<file path="src/inc/serial_port_defs.svh">
// Register offsets, field positions, codes and reset values of the serial channel
`ifndef SERIAL_PORT_DEFS_SVH
`define SERIAL_PORT_DEFS_SVH

`define OFS_MODE        5'h00
`define OFS_CTRL0       5'h04
`define OFS_CTRL1       5'h08
`define OFS_BRG         5'h0C
`define OFS_TXBUF       5'h10
`define OFS_RXBUF       5'h14

`define MODE_PORT       3'h0
`define MODE_SYNC       3'h1
`define MODE_ASYNC7     3'h4
`define MODE_ASYNC8     3'h5
`define MODE_ASYNC9     3'h6

`define M_EXT_CLK       3
`define M_TWO_STOP      4
`define M_EVEN_PAR      5
`define M_PAR_EN        6
`define M_SLEEP         7

`define C0_CS_LO        0
`define C0_CS_HI        1
`define C0_RTS_SEL      2
`define C0_TX_IDLE      3
`define C0_PIN_PORT     4
`define C0_OPEN_DRAIN   5
`define C0_CLK_POL      6
`define C0_MSB_FIRST    7

`define C1_TX_ON        0
`define C1_RX_ON        2

`define SUB_LAST        4'hF
`define SUB_MID         4'h7

`define RST_MODE        8'h00
`define RST_CTRL0       8'h00
`define RST_BRG         8'h00

`endif

</file>
<file path="src/inc/serial_port_pkg.sv">
// Types of the serial channel: state machine codes and the module state
package serial_port_pkg;

    typedef enum logic [2:0] {
        TX_IDLE  = 3'b000,
        TX_START = 3'b001,
        TX_DATA  = 3'b010,
        TX_PAR   = 3'b011,
        TX_STOP  = 3'b100
    } tx_state_e;

    typedef enum logic [0:0] {
        RX_IDLE = 1'b0,
        RX_BUSY = 1'b1
    } rx_state_e;

    typedef struct packed {
        logic [7:0]  mode;
        logic [7:0]  ctrl0;
        logic [7:0]  brg;
        logic        tx_on;
        logic        rx_on;
        logic        tx_vac;
        logic        rx_full;
        logic        ovr;
        logic        fe;
        logic        pe;
        logic        sum;
        logic        tx_idle;
        logic        tend_prev;
        logic [5:0]  pre_cnt;
        logic [7:0]  brg_cnt;
        logic [3:0]  tx_sub;
        tx_state_e   txst;
        logic [3:0]  txcnt;
        logic [8:0]  txbuf;
        logic [8:0]  txsh;
        logic        tx_line;
        rx_state_e   rxst;
        logic [3:0]  rx_sub;
        logic [3:0]  rxcnt;
        logic [8:0]  rxsh;
        logic [8:0]  rxbuf;
        logic        rx_fe;
        logic        rx_pe;
        logic        ext_prev;
        logic        sclk_prev;
        logic        rxd_prev;
        logic        wreq;
        logic [8:0]  rdata;
        logic        txd;
        logic        txd_oe;
        logic        rts_n;
        logic        rts_oe;
        logic        tx_irq;
        logic        rx_irq;
    } state_s;

endpackage

</file>
<file path="src/serial_port.sv">
// Serial channel: synchronous receive, asynchronous transmit and receive, Avalon-MM registers
// Notes on behaviour
// - Synchronous receive starts once rx_on set and the transmit buffer is loaded
// - Synchronous RTS follows rx_on, tx_buf_vacant, restart
// - Shift one bit per selected clock edge
// - Eight bits received: buffer, set rx_buf_full
// - rx_buf_full rising raises receive interrupt request
// - Overrun when buffer loaded while still full
// - Synchronous clears: read, rx_on off, port
// - Buffer read order follows msb_first_sel
// - Synchronous receive needs transmitter buffer loaded
// - Mode bits select 7, 8, 9 data
// - Clock source, divide n+1, then 16
// - Stop count, parity sense, parity enable
// - Handshake pin: CTS or RTS, or port
// - Transmit pin push-pull or open-drain
// - Start needs tx_on, loaded buffer, CTS low unless the pin is RTS or port
// - Buffer reload sets vacant, raises transmit request
// - Start condition checked only in done window
// - Idle flag set after window rises, cleared on start
// - Receive divider starts on start bit
// - Asynchronous RTS low when ready, high receiving
// - Framing, parity, overrun, summary flags and clears
// - Sleep drops words whose top bit is zero
`timescale 1ns/1ns
`include "serial_port_defs.svh"

module serial_port
    import serial_port_pkg::*;
(
    input  wire logic        clock_i,
    input  wire logic        srst_i,
    input  wire logic [4:0]  avs_address_i,
    input  wire logic        avs_read_i,
    input  wire logic        avs_write_i,
    input  wire logic [31:0] avs_writedata_i,
    input  wire logic [3:0]  avs_byteenable_i,
    output logic      [31:0] avs_readdata_o,
    output logic             avs_waitrequest_o,
    input  wire logic        rxd_i,
    input  wire logic        sclk_i,
    input  wire logic        ext_clk_i,
    input  wire logic        cts_n_i,
    output logic             txd_o,
    output logic             txd_oe_o,
    output logic             rts_n_o,
    output logic             rts_oe_o,
    output logic             tx_irq_o,
    output logic             rx_irq_o
);

    state_s     s_q;
    state_s     s_d;

    logic       int_tick;
    logic       src_tick;
    logic       tick16;
    logic       bit_tick;
    logic [3:0] len;
    logic [8:0] dmask;
    logic [3:0] stops;
    logic [3:0] total;
    logic       par_en;
    logic       async_mode;
    logic       sync_mode;
    logic       port_mode;
    logic       start_ok;
    logic       tend;
    logic       tx_par;
    logic       sedge;
    logic       deliver;
    logic [8:0] dword;
    logic       d_fe;
    logic       fe_now;
    logic [8:0] rd_val;

    function automatic logic [7:0] rev8(input logic [7:0] v);
        logic [7:0] r;
        r = 8'h00;
        for (int i = 0; i < 8; i++) begin
            r[i] = v[7 - i];
        end
        return r;
    endfunction

    always_comb begin
        s_d = s_q;
        s_d.tx_irq = 1'b0;
        s_d.rx_irq = 1'b0;
        s_d.ext_prev = ext_clk_i;
        s_d.sclk_prev = sclk_i;
        s_d.rxd_prev = rxd_i;
        deliver = 1'b0;
        dword = 9'h000;
        d_fe = 1'b0;
        fe_now = 1'b0;

        // Format decode
        port_mode = (s_q.mode[2:0] == `MODE_PORT);
        sync_mode = (s_q.mode[2:0] == `MODE_SYNC);
        async_mode = (s_q.mode[2:0] == `MODE_ASYNC7) || (s_q.mode[2:0] == `MODE_ASYNC8)
                     || (s_q.mode[2:0] == `MODE_ASYNC9);
        unique case (s_q.mode[2:0])
            `MODE_ASYNC7: begin
                len = 4'd7;
                dmask = 9'h07F;
            end
            `MODE_ASYNC9: begin
                len = 4'd9;
                dmask = 9'h1FF;
            end
            default: begin
                len = 4'd8;
                dmask = 9'h0FF;
            end
        endcase
        stops = s_q.mode[`M_TWO_STOP] ? 4'd2 : 4'd1;
        par_en = s_q.mode[`M_PAR_EN];
        total = 4'd1 + len + {3'b000, par_en} + stops;

        // Bit clock: source select, divide by n+1, then by 16
        s_d.pre_cnt = s_q.pre_cnt + 6'h01;
        unique case ({s_q.ctrl0[`C0_CS_HI], s_q.ctrl0[`C0_CS_LO]})
            2'b00: int_tick = 1'b1;
            2'b01: int_tick = &s_q.pre_cnt[2:0];
            2'b10: int_tick = &s_q.pre_cnt[4:0];
            2'b11: int_tick = &s_q.pre_cnt;
        endcase
        src_tick = s_q.mode[`M_EXT_CLK] ? (ext_clk_i & ~s_q.ext_prev) : int_tick;
        tick16 = 1'b0;
        if (src_tick) begin
            if (s_q.brg_cnt == 8'h00) begin
                s_d.brg_cnt = s_q.brg;
                tick16 = 1'b1;
            end else begin
                s_d.brg_cnt = s_q.brg_cnt - 8'h01;
            end
        end
        if (tick16) begin
            s_d.tx_sub = s_q.tx_sub + 4'h1;
        end
        bit_tick = tick16 && (s_q.tx_sub == `SUB_LAST);

        // Read value
        unique case (avs_address_i)
            `OFS_MODE:  rd_val = {1'b0, s_q.mode};
            `OFS_CTRL0: rd_val = {1'b0, s_q.ctrl0[7:4], s_q.tx_idle, s_q.ctrl0[2:0]};
            `OFS_CTRL1: rd_val = {1'b0, s_q.sum, s_q.pe, s_q.fe, s_q.ovr, s_q.rx_full,
                                  s_q.rx_on, s_q.tx_vac, s_q.tx_on};
            `OFS_BRG:   rd_val = {1'b0, s_q.brg};
            `OFS_TXBUF: rd_val = s_q.txbuf;
            `OFS_RXBUF: rd_val = (sync_mode && s_q.ctrl0[`C0_MSB_FIRST])
                                 ? {1'b0, rev8(s_q.rxbuf[7:0])} : s_q.rxbuf;
            default:    rd_val = 9'h000;
        endcase

        // Bus slave: one wait cycle, effect on the cycle waitrequest is low
        if ((avs_read_i || avs_write_i) && s_q.wreq) begin
            s_d.wreq = 1'b0;
            s_d.rdata = rd_val;
        end else if ((avs_read_i || avs_write_i) && !s_q.wreq) begin
            s_d.wreq = 1'b1;
            if (avs_write_i && avs_byteenable_i[0]) begin
                unique case (avs_address_i)
                    `OFS_MODE:  s_d.mode = avs_writedata_i[7:0];
                    `OFS_CTRL0: s_d.ctrl0 = avs_writedata_i[7:0];
                    `OFS_CTRL1: begin
                        s_d.tx_on = avs_writedata_i[`C1_TX_ON];
                        s_d.rx_on = avs_writedata_i[`C1_RX_ON];
                    end
                    `OFS_BRG:   s_d.brg = avs_writedata_i[7:0];
                    `OFS_TXBUF: begin
                        s_d.txbuf = avs_writedata_i[8:0];
                        s_d.tx_vac = 1'b0;
                    end
                    default: ;
                endcase
            end
            if (avs_read_i && avs_address_i == `OFS_RXBUF) begin
                s_d.rx_full = 1'b0;
                if (!sync_mode) begin
                    s_d.fe = 1'b0;
                    s_d.pe = 1'b0;
                end
            end
        end
        if (!s_d.rx_on || port_mode) begin
            s_d.rx_full = 1'b0;
            s_d.ovr = 1'b0;
            s_d.fe = 1'b0;
            s_d.pe = 1'b0;
            s_d.sum = 1'b0;
        end

        // Asynchronous transmitter
        start_ok = s_q.tx_on && !s_q.tx_vac && async_mode
                   && (s_q.ctrl0[`C0_PIN_PORT] || s_q.ctrl0[`C0_RTS_SEL] || !cts_n_i);
        tend = (s_q.txst == TX_IDLE) || (s_q.txst == TX_STOP && s_q.txcnt == stops - 4'd1);
        tx_par = ^(s_q.txsh & dmask) ^ ~s_q.mode[`M_EVEN_PAR];
        s_d.tend_prev = tend;
        if (tend && !s_q.tend_prev) begin
            s_d.tx_idle = 1'b1;
        end
        if (!async_mode) begin
            s_d.txst = TX_IDLE;
            s_d.tx_line = 1'b1;
        end else if (bit_tick) begin
            unique case (s_q.txst)
                TX_START: begin
                    s_d.txst = TX_DATA;
                    s_d.txcnt = 4'd0;
                    s_d.tx_line = s_q.txsh[0];
                end
                TX_DATA: begin
                    if (s_q.txcnt == len - 4'd1) begin
                        s_d.txcnt = 4'd0;
                        s_d.txst = par_en ? TX_PAR : TX_STOP;
                        s_d.tx_line = par_en ? tx_par : 1'b1;
                    end else begin
                        s_d.txcnt = s_q.txcnt + 4'd1;
                        s_d.tx_line = s_q.txsh[s_q.txcnt + 4'd1];
                    end
                end
                TX_PAR: begin
                    s_d.txst = TX_STOP;
                    s_d.txcnt = 4'd0;
                    s_d.tx_line = 1'b1;
                end
                TX_STOP: begin
                    if (s_q.txcnt != stops - 4'd1) begin
                        s_d.txcnt = s_q.txcnt + 4'd1;
                    end else begin
                        s_d.txst = TX_IDLE;
                    end
                end
                TX_IDLE: ;
                default: s_d.txst = TX_IDLE;
            endcase
            // Start condition is only looked at inside the done window
            if (tend && start_ok) begin
                s_d.txsh = s_q.txbuf;
                s_d.tx_vac = 1'b1;
                s_d.tx_irq = 1'b1;
                s_d.txst = TX_START;
                s_d.tx_line = 1'b0;
                s_d.tx_idle = 1'b0;
            end
        end

        // Asynchronous receiver
        if (async_mode) begin
            if (!s_q.rx_on) begin
                s_d.rxst = RX_IDLE;
            end else begin
                unique case (s_q.rxst)
                    RX_IDLE: begin
                        if (s_q.rxd_prev && !rxd_i) begin
                            s_d.rxst = RX_BUSY;
                            s_d.rx_sub = 4'h0;
                            s_d.rxcnt = 4'd0;
                            s_d.rx_fe = 1'b0;
                            s_d.rx_pe = 1'b0;
                        end
                    end
                    RX_BUSY: begin
                        if (tick16) begin
                            s_d.rx_sub = s_q.rx_sub + 4'h1;
                            if (s_q.rx_sub == `SUB_MID) begin
                                s_d.rxcnt = s_q.rxcnt + 4'd1;
                                fe_now = s_q.rx_fe;
                                if (s_q.rxcnt == 4'd0) begin
                                    if (rxd_i) begin
                                        s_d.rxst = RX_IDLE;
                                    end
                                end else if (s_q.rxcnt <= len) begin
                                    s_d.rxsh[s_q.rxcnt - 4'd1] = rxd_i;
                                end else if (par_en && s_q.rxcnt == len + 4'd1) begin
                                    s_d.rx_pe = ^(s_q.rxsh & dmask) ^ rxd_i
                                                ^ ~s_q.mode[`M_EVEN_PAR];
                                end else begin
                                    fe_now = s_q.rx_fe | ~rxd_i;
                                    s_d.rx_fe = fe_now;
                                end
                                if (s_q.rxcnt == total - 4'd1) begin
                                    s_d.rxst = RX_IDLE;
                                    if (!s_q.mode[`M_SLEEP] || s_q.rxsh[len - 4'd1]) begin
                                        deliver = 1'b1;
                                        dword = s_q.rxsh & dmask;
                                        d_fe = fe_now;
                                    end
                                end
                            end
                        end
                    end
                endcase
            end
        end else begin
            s_d.rxst = RX_IDLE;
        end

        // Synchronous receiver
        sedge = s_q.ctrl0[`C0_CLK_POL] ? (s_q.sclk_prev & ~sclk_i)
                                        : (~s_q.sclk_prev & sclk_i);
        if (!sync_mode || !s_q.rx_on) begin
            // An idle async receiver leaves no stale count for sync mode
            if (!async_mode || s_q.rxst == RX_IDLE) begin
                s_d.rxcnt = 4'd0;
            end
        end else if (sedge && (s_q.rxcnt != 4'd0 || !s_q.tx_vac)) begin
            s_d.rxsh = {1'b0, rxd_i, s_q.rxsh[7:1]};
            if (s_q.rxcnt == 4'd7) begin
                s_d.rxcnt = 4'd0;
                s_d.tx_vac = 1'b1;
                deliver = 1'b1;
                dword = {1'b0, rxd_i, s_q.rxsh[7:1]};
            end else begin
                s_d.rxcnt = s_q.rxcnt + 4'd1;
            end
        end

        // Buffer transfer: hardware set wins over any clear this cycle
        if (deliver) begin
            s_d.rxbuf = dword;
            if (s_q.rx_full && s_d.rx_full) begin
                s_d.ovr = 1'b1;
            end
            if (!s_d.rx_full) begin
                s_d.rx_irq = 1'b1;
            end
            s_d.rx_full = 1'b1;
            s_d.fe = s_d.fe | d_fe;
            s_d.pe = s_d.pe | s_d.rx_pe;
            s_d.sum = s_d.sum | s_d.ovr | s_d.fe | s_d.pe;
        end

        // Pin drivers
        if (sync_mode) begin
            s_d.rts_n = !(s_d.rx_on && !s_d.tx_vac && s_d.rxcnt == 4'd0);
        end else begin
            s_d.rts_n = !(s_d.rx_on && s_d.rxst == RX_IDLE);
        end
        s_d.rts_oe = !s_d.ctrl0[`C0_PIN_PORT] && s_d.ctrl0[`C0_RTS_SEL]
                     && !port_mode;
        s_d.txd = s_d.ctrl0[`C0_OPEN_DRAIN] ? 1'b0 : s_d.tx_line;
        s_d.txd_oe = s_d.ctrl0[`C0_OPEN_DRAIN] ? !s_d.tx_line : 1'b1;
    end

    always_ff @(posedge clock_i) begin
        if (srst_i) begin
            s_q <= '0;
            s_q.mode <= `RST_MODE;
            s_q.ctrl0 <= `RST_CTRL0;
            s_q.brg <= `RST_BRG;
            s_q.tx_vac <= 1'b1;
            s_q.tx_idle <= 1'b1;
            s_q.tend_prev <= 1'b1;
            s_q.txst <= TX_IDLE;
            s_q.rxst <= RX_IDLE;
            s_q.tx_line <= 1'b1;
            s_q.ext_prev <= 1'b0;
            s_q.sclk_prev <= 1'b0;
            s_q.rxd_prev <= 1'b1;
            s_q.wreq <= 1'b1;
            s_q.txd <= 1'b1;
            s_q.txd_oe <= 1'b1;
            s_q.rts_n <= 1'b1;
        end else begin
            s_q <= s_d;
        end
    end

    assign avs_readdata_o = {23'h000000, s_q.rdata};
    assign avs_waitrequest_o = s_q.wreq;
    assign txd_o = s_q.txd;
    assign txd_oe_o = s_q.txd_oe;
    assign rts_n_o = s_q.rts_n;
    assign rts_oe_o = s_q.rts_oe;
    assign tx_irq_o = s_q.tx_irq;
    assign rx_irq_o = s_q.rx_irq;

endmodule

</file>
<file path="config.mk">
export PLATFORM = sky130hd
export DESIGN_NAME = serial_port
export DESIGN_NICKNAME = d
export VERILOG_FILES = /design/src/inc/serial_port_pkg.sv /design/src/serial_port.sv
export VERILOG_INCLUDE_DIRS = /design/src /design/src/inc
export SDC_FILE = /design/constraint.sdc
export NUM_CORES = 1
export LEC_CHECK = 0
export BUFFER_PORTS_ARGS = -buffer_cell sky130_fd_sc_hd__buf_2
export CAP_MARGIN = 20
export CORE_ASPECT_RATIO = 1.25
export CORE_MARGIN = 2
export CORE_UTILIZATION = 40
export DETAILED_ROUTE_END_ITERATION = 12
export GPL_TIMING_DRIVEN = 1
export PLACE_DENSITY = 0.68
export SYNTH_ARGS = -nofsm -noshare
export SYNTH_HDL_FRONTEND = slang
export SYNTH_SLANG_ARGS = --single-unit
</file>
<file path="constraint.sdc">
create_clock -name clock_i -period 3.27 [get_ports clock_i]
set_input_delay 0 -clock clock_i [delete_from_list [all_inputs] [get_ports clock_i]]
set_output_delay 0 -clock clock_i [all_outputs]
set_load 0.01 [all_outputs]
</file>
* After elaboration in Yosys (flattened, before gate mapping)
Cells that the tools add are included.
** Cells by class
- Bitwise gates (word level) :: 26
- Magnitude comparators :: 5
- Eq/ne operators :: 34
- Muxes and demuxes :: 125
- Reductions and logical operators :: 79
- Add/sub/neg operators :: 13
** Operator list (number)
- two-way mux 9 bit :: 16
- two-way mux 18 bit :: 5
- two-way mux 1 bit :: 61
- case mux 9 bit (6 select lines) :: 1
- two-way mux 13 bit :: 4
- case mux 9 bit (2 select lines) :: 2
- AND reduction 4 bit :: 8
- logical AND 1 bit :: 22
- two-way mux 2 bit :: 11
- adder 4 x 1 -> 4 bit (second input constant) :: 5
- two-way mux 4 bit :: 5
- AND 9 bit :: 2
- XOR reduction 9 bit :: 2
- two-way mux 17 bit :: 1
- equality test 4 bit :: 4
- zero test 1 bit :: 16
- two-way mux 8 bit :: 2
- less-than comparator 4 x 5 -> 1 bit (second input constant) :: 3
- case mux 3 bit (5 select lines) :: 1
- equality test 3 bit (second input constant) :: 4
- two-way mux 3 bit :: 4
- NOT 1 bit :: 12
- case mux 4 bit (3 select lines) :: 1
- subtractor 4 x 1 -> 4 bit (second input constant) :: 3
- 49 further kinds :: 87
** Word-level totals
- Word-level logic and storage cells :: 322
- Input port bits :: 49
- Flip-flop bits (word level) :: 126

* Depth between registers and ports, before layout
- Depth after elaboration :: 21
- Gate-level depth with buffers :: 14
- Gate-level depth less buffers :: 12

* Worst setup path before layout
OpenSTA, ideal clock, no wires.
- Path type :: reg-to-reg
- Start :: register s_q[118] in the netlist's numbering
- End :: register s_q (netlist bit rx_irq_o)
- Cell stages (with the launch flop) :: 13
- Arrival :: 2.562 ns
- Data required time :: 3.184 ns
- Period minus slack after synthesis :: 2.648 ns
- Setup slack :: 0.622 ns
- Buffers on the path :: 2
- Path through :: dfxtp_1 > buf_2 > nand2b_1 > inv_1 > ha_1 > inv_1 > ha_1 > ha_1 > xnor2_1 > nand3_1 > or3_1 > buf_2 > a221oi_2
** On the way
- Word-level cells in the longest chain between the ends :: 18
- Elaborated cells between the ends (all ways) :: 34
** Ends and longest elaborated chain
- start, declared :: RTL line serial_port.sv:52 : state_s s_q;
- equality test 3 bit :: RTL line serial_port.sv:103 : unique case (s_q.mode[2:0])
- case mux 4 bit (2 select lines) :: RTL line serial_port.sv:103
- adder 4 x 1 -> 4 bit or subtractor 4 x 1 -> 4 bit (tied branches) :: RTL line serial_port.sv:119, serial_port.sv:286
- adder 4 x 1 -> 4 bit or binary-select mux 1 bit (select 4 bit) (tied branches) :: RTL line serial_port.sv:119, serial_port.sv:286
- adder 4 x 2 -> 4 bit or two-way mux 1 bit (tied branches) :: RTL line serial_port.sv:119, serial_port.sv:286
- subtractor 4 x 1 -> 4 bit or logical OR 1 bit (tied branches) :: RTL line serial_port.sv:284, serial_port.sv:286
- equality test 4 bit or two-way mux 1 bit (tied branches) :: RTL line serial_port.sv:284, serial_port.sv:286
- two-way mux 1 bit :: RTL line serial_port.sv:284 : if (s_q.rxcnt == total - 4'd1) begin
- (+2 left out)
- two-way mux 1 bit :: RTL line serial_port.sv:255 : unique case (s_q.rxst)
- two-way mux 1 bit :: RTL line serial_port.sv:252 : if (!s_q.rx_on) begin
- two-way mux 1 bit :: RTL line serial_port.sv:251 : if (async_mode) begin
- two-way mux 1 bit :: RTL line serial_port.sv:311 : if (s_q.rxcnt == 4'd7) begin
- two-way mux 1 bit :: RTL line serial_port.sv:309 : end else if (sedge && (s_q.rxcnt != 4'd0 || !s_q.tx_vac)) begin
- two-way mux 1 bit :: RTL line serial_port.sv:304 : if (!sync_mode || !s_q.rx_on) begin
- NOT 1 bit (no line)
- OR reduction 2 bit (no line)
Parallel ways exist; a longest one is shown, timed or not. The select of a mux whose other input is x is not followed.
A chain may end at the register's enable or synchronous reset.

* Worst setup path after layout
- Start :: register s_q[86] in the netlist's numbering
- End :: register s_q[26] in the netlist's numbering
** On the way
- Word-level cells in the longest chain between the ends :: 11
- Elaborated cells between the ends (all ways) :: 20
** Ends and longest elaborated chain
- AND reduction 6 bit, or another cell as far along :: RTL line serial_port.sv:127 : 2'b11: int_tick = &s_q.pre_cnt;
- case mux 1 bit (4 select lines) (*) :: RTL line serial_port.sv:123 : unique case ({s_q.ctrl0[`C0_CS_HI], s_q.ctrl0[`C0_CS_LO]})
- two-way mux 1 bit (*) :: RTL line serial_port.sv:129 : src_tick = s_q.mode[`M_EXT_CLK] ? (ext_clk_i & ~s_q.ext_prev) : int_tick;
- two-way mux 1 bit (*) :: RTL line serial_port.sv:131 : if (src_tick) begin
- two-way mux 9 bit or two-way mux 1 bit (tied branches) :: RTL line serial_port.sv:266 : if (tick16) begin
- two-way mux 9 bit or two-way mux 1 bit (tied branches) :: RTL line serial_port.sv:255
- two-way mux 9 bit or two-way mux 1 bit (tied branches) :: RTL line serial_port.sv:252
- two-way mux 9 bit or two-way mux 1 bit (tied branches) :: RTL line serial_port.sv:251
- two-way mux 9 bit or two-way mux 1 bit (tied branches) :: RTL line serial_port.sv:311
- two-way mux 9 bit or two-way mux 1 bit (tied branches) :: RTL line serial_port.sv:309
- two-way mux 9 bit or two-way mux 1 bit (tied branches) :: RTL line serial_port.sv:304
Every way passes the cells marked *; elsewhere a longest branch is shown, timed or not.

==> metrics <==
critical path class flop to flop; area of the core 17,430 um2; total congestion overflow 0; status finished, final reports clean; TritonCTS clock tree done; initial antenna violation count 0; Crit. End Element flop; RSZ-0062 raised after global routing false; PwrDens ~520 nW/um2; total die area approximately 19,000 um2; Synth Area in Adders 3.866%; routed len/inst about 18 um; most common cell after layout, fill and taps aside dfxtp_1; Pins Over Slew Limit 0; Post-DP HPWL roughly 15 mm; post-route setup TNS 0 ns; most used cell, CP ha_1; first-pass GRT wire length 31.68 mm; Final min period between 2 and 3 ns; DRT antenna net count 0; Clock Latency Late Sink between 0.4 and 0.5 ns; Root Driver clkbuf_16; clock buffer depth 2; clock sinks between 100 and 150; clock-pin slew on the worst setup and hold paths ~0.06 ns; post-synthesis instance total between 800 and 900; Port Buffer Count 38; most frequent cells in the layout 125 x dfxtp_1, 86 x nor2_1, 84 x nand2_1; multi-input combinational cell area about 4200 um2; filler instances 1,659; flop-to-flop setup slack 0.37 ns; # setup viols final 0; Slew @ Worst Pin between 0.8 and 0.9 ns; Netlist cell types 83; routability cong. just over 0.9; crit path DAT 3.23 ns; FP Rows 54; register area share after synthesis 35.15%; H-Tree Depth 4; Hold Path End s_q[37]$_SDFF_PP0_; Initial Utilization about two fifths; largest net degree at the start of global routing 76; Slew Limit Headroom ~46%; Cell Area, Placed roughly 7400 um2; Period Utilization, post-route 88.62%; EDFF count, synth 0; Peak VDD IR approximately 0.00034 V; Iter 0 DRT Violations between 600 and 700; FMAX 345.1 MHz; r2r worst-path depth 12; yosys warns 0; fraction of layout cells with a size suffix above 1 between 10% and 20%; required time of the worst setup path 3.61 ns; Die X 123.3 um; vias in the first global route approximately 6,000; MaxCap Viol Count 0; dominant synthesized flop cell dfxtp_1; cell chain of the critical path ha_1 -> nand3_1 -> inv_1 -> ha_1 -> nor2b_1 -> o31a_1 -> a2111oi_4 -> nand2_1 -> nor3_2 -> buf_4 -> a22oi_1 -> a21oi_1; global router's overall resource usage around 22%; floorplan die height 153.2 um; CTS Buf Count 17; #FFs+latches synth approximately 130; Register Area about 2500 um2; post-CTS setup buffers 0; Area Overhead vs Synth 14.97%; Synth Area in XOR/XNOR 4.007%; number of diodes 0; NumNets Final ~970; drt via density approximately 5.8; nature of the critical path startpoint flop; clock skew just over 0.01 ns; Max stage delay on crit path 0.52 ns; worst-path fanout max 8; Synth Area in Compound Gates about 21%; hold_sp rxd_i; post-synthesis average cell area just over 8 um2; Post-Synth Simple-Gate Area around 23%; HP Class primary input to flop; Worst R2R End s_q[26]$_SDFFE_PP0P_; First-pass DRT Iterations 5; Cell Area, Synth slightly above 7000 um2; worst hold stages 3; Post-Route WL approximately 20 mm; worst r2r src s_q[86]$_SDFF_PP0_; asr flop ratio synth 0%; via count between 6,000 and 7,000; I/O Pins 88; final hold violations 0; Post-route DRC 0; largest family of logic cells by synthesized area simple AND/OR/NAND/NOR gates; mux cell area share after synthesis under 10%; static leakage about 0.0031 uW; fin area ~8200 um2; Slowest cell on crit path a2111oi_4
worst max path at each step:
stage	start	end	depth (start not counted)	slack (ns)
3_5_place_dp	s_q[86]$_SDFF_PP0_	rts_n_o$_SDFF_PP1_	11	0.43
4_1_cts	s_q[86]$_SDFF_PP0_	s_q[26]$_SDFFE_PP0P_	12	0.38
3_3_place_gp	s_q[86]$_SDFF_PP0_	s_q[28]$_SDFFE_PP0P_	12	0.45
2_1_floorplan	s_q[118]$_SDFFE_PP0P_	rx_irq_o$_SDFF_PP0_	12	0.62
6_report	s_q[86]$_SDFF_PP0_	s_q[26]$_SDFFE_PP0P_	12	0.37
5_1_grt	s_q[86]$_SDFF_PP0_	s_q[26]$_SDFFE_PP0P_	12	0.12
timing repair:
item,4_1_cts,5_1_grt
setup endpoints to repair,0,0
hold buffers,13,0
gates resized for setup,0,0
hold endpoints to repair,35,0
state kept, by name, summed over array words and instances, names as in the netlist:
register and cells:
rx_irq_o 1, rts_n_o 1, par_en 1, avs_waitrequest_o 1, avs_readdata_o 9, txd_oe_o 1, rts_oe_o 1, s_q 108
txd_o 1, tx_irq_o 1
synthesized netlist by cell type, drive strengths merged, types with 6 or more instances:
cell type | number | area (um2)
a2111oi | 7 | 93.85
a211oi | 13 | 110.1
a21oi | 71 | 359.1
a222oi | 8 | 80.08
a22oi | 28 | 210.2
a31oi | 8 | 50.05
buf | 47 | 320.3
clkbuf | 32 | 120.1
dfxtp | 125 | 2502
ha | 22 | 275.3
inv | 26 | 97.59
mux2i | 34 | 340.3
nand2 | 85 | 326.6
nand2b | 9 | 56.30
nand3 | 58 | 290.3
nand4 | 7 | 43.79
nor2 | 86 | 322.8
nor2b | 19 | 118.9
nor3 | 11 | 60.06
nor3b | 7 | 68.82
nor4 | 6 | 58.80
o211ai | 13 | 97.59
o21ai | 21 | 105.1
or3 | 7 | 48.80
xnor2 | 24 | 210.2
xor2 | 6 | 52.55
logic make-up (layout without fill, tap and decap cells):
logic type,after synthesis,after routing
fa+ha+maj,22,22
compound gates,208,208
other cells,2,24
buf+inv,105,134
xor+xnor,31,31
flops,125,125
mux,37,37
simple gates,327,327
per-stage QoR:
| stage | worst slack (ns) | hold WS (ns) | power, uW | std cells | util (%) |
|---|---|---|---|---|---|
| 2_1_floorplan | 0.6221 | 0.1253 | 2127 | 879 | - |
| 3_3_place_gp | 0.4482 | 0.2293 | 2240 | 1087 | 42.58 |
| 3_5_place_dp | 0.4337 | 0.2446 | 2255 | 1087 | 42.58 |
| 4_1_cts | 0.3773 | 0.02536 | 4275 | 1132 | 46.96 |
| 5_1_grt | 0.1214 | 0.04714 | 4413 | 1132 | 46.96 |
| 6_report | 0.3722 | 0.03036 | 4255 | 1132 | 46.96 |
cell type report:
type	instances	share of cell area [%]
clock inverter	13	2.323
sequential	125	30.57
multi-input combinational	649	50.84
tap	224	3.424
inverter	26	1.192
clock buffer	19	5.411
timing repair buffer	76	6.237
worst max-delay path, delay by kind of cell, from the launching register on:
family / cells / cell delay, ns
buf+inv: 2 / 0.31
fa+ha+maj: 2 / 0.32
simple gates: 4 / 0.62
flops: 1 / 0.35
compound gates: 4 / 1.21
power breakdown:
group	internal (uW)	switching, uW	total [uW]
registers	1580	67.8	1650
clock network	1300	718	2020
logic	234	356	591
layer usage:
metal / global-route usage, % / routed length, um / up-vias / part of all wire (%)
li1: - / - / 3131 / -
met1: 26.48 / 8279 / 3058 / 41
met2: 35.92 / 9864 / 282 / 49
met3: 3.881 / 1190 / 52 / 5.9
met4: 10.28 / 909 / 0 / 4.5
met5: 0 / 0 / - / 0
No activity file was read; power rests on OpenSTA's default activity.
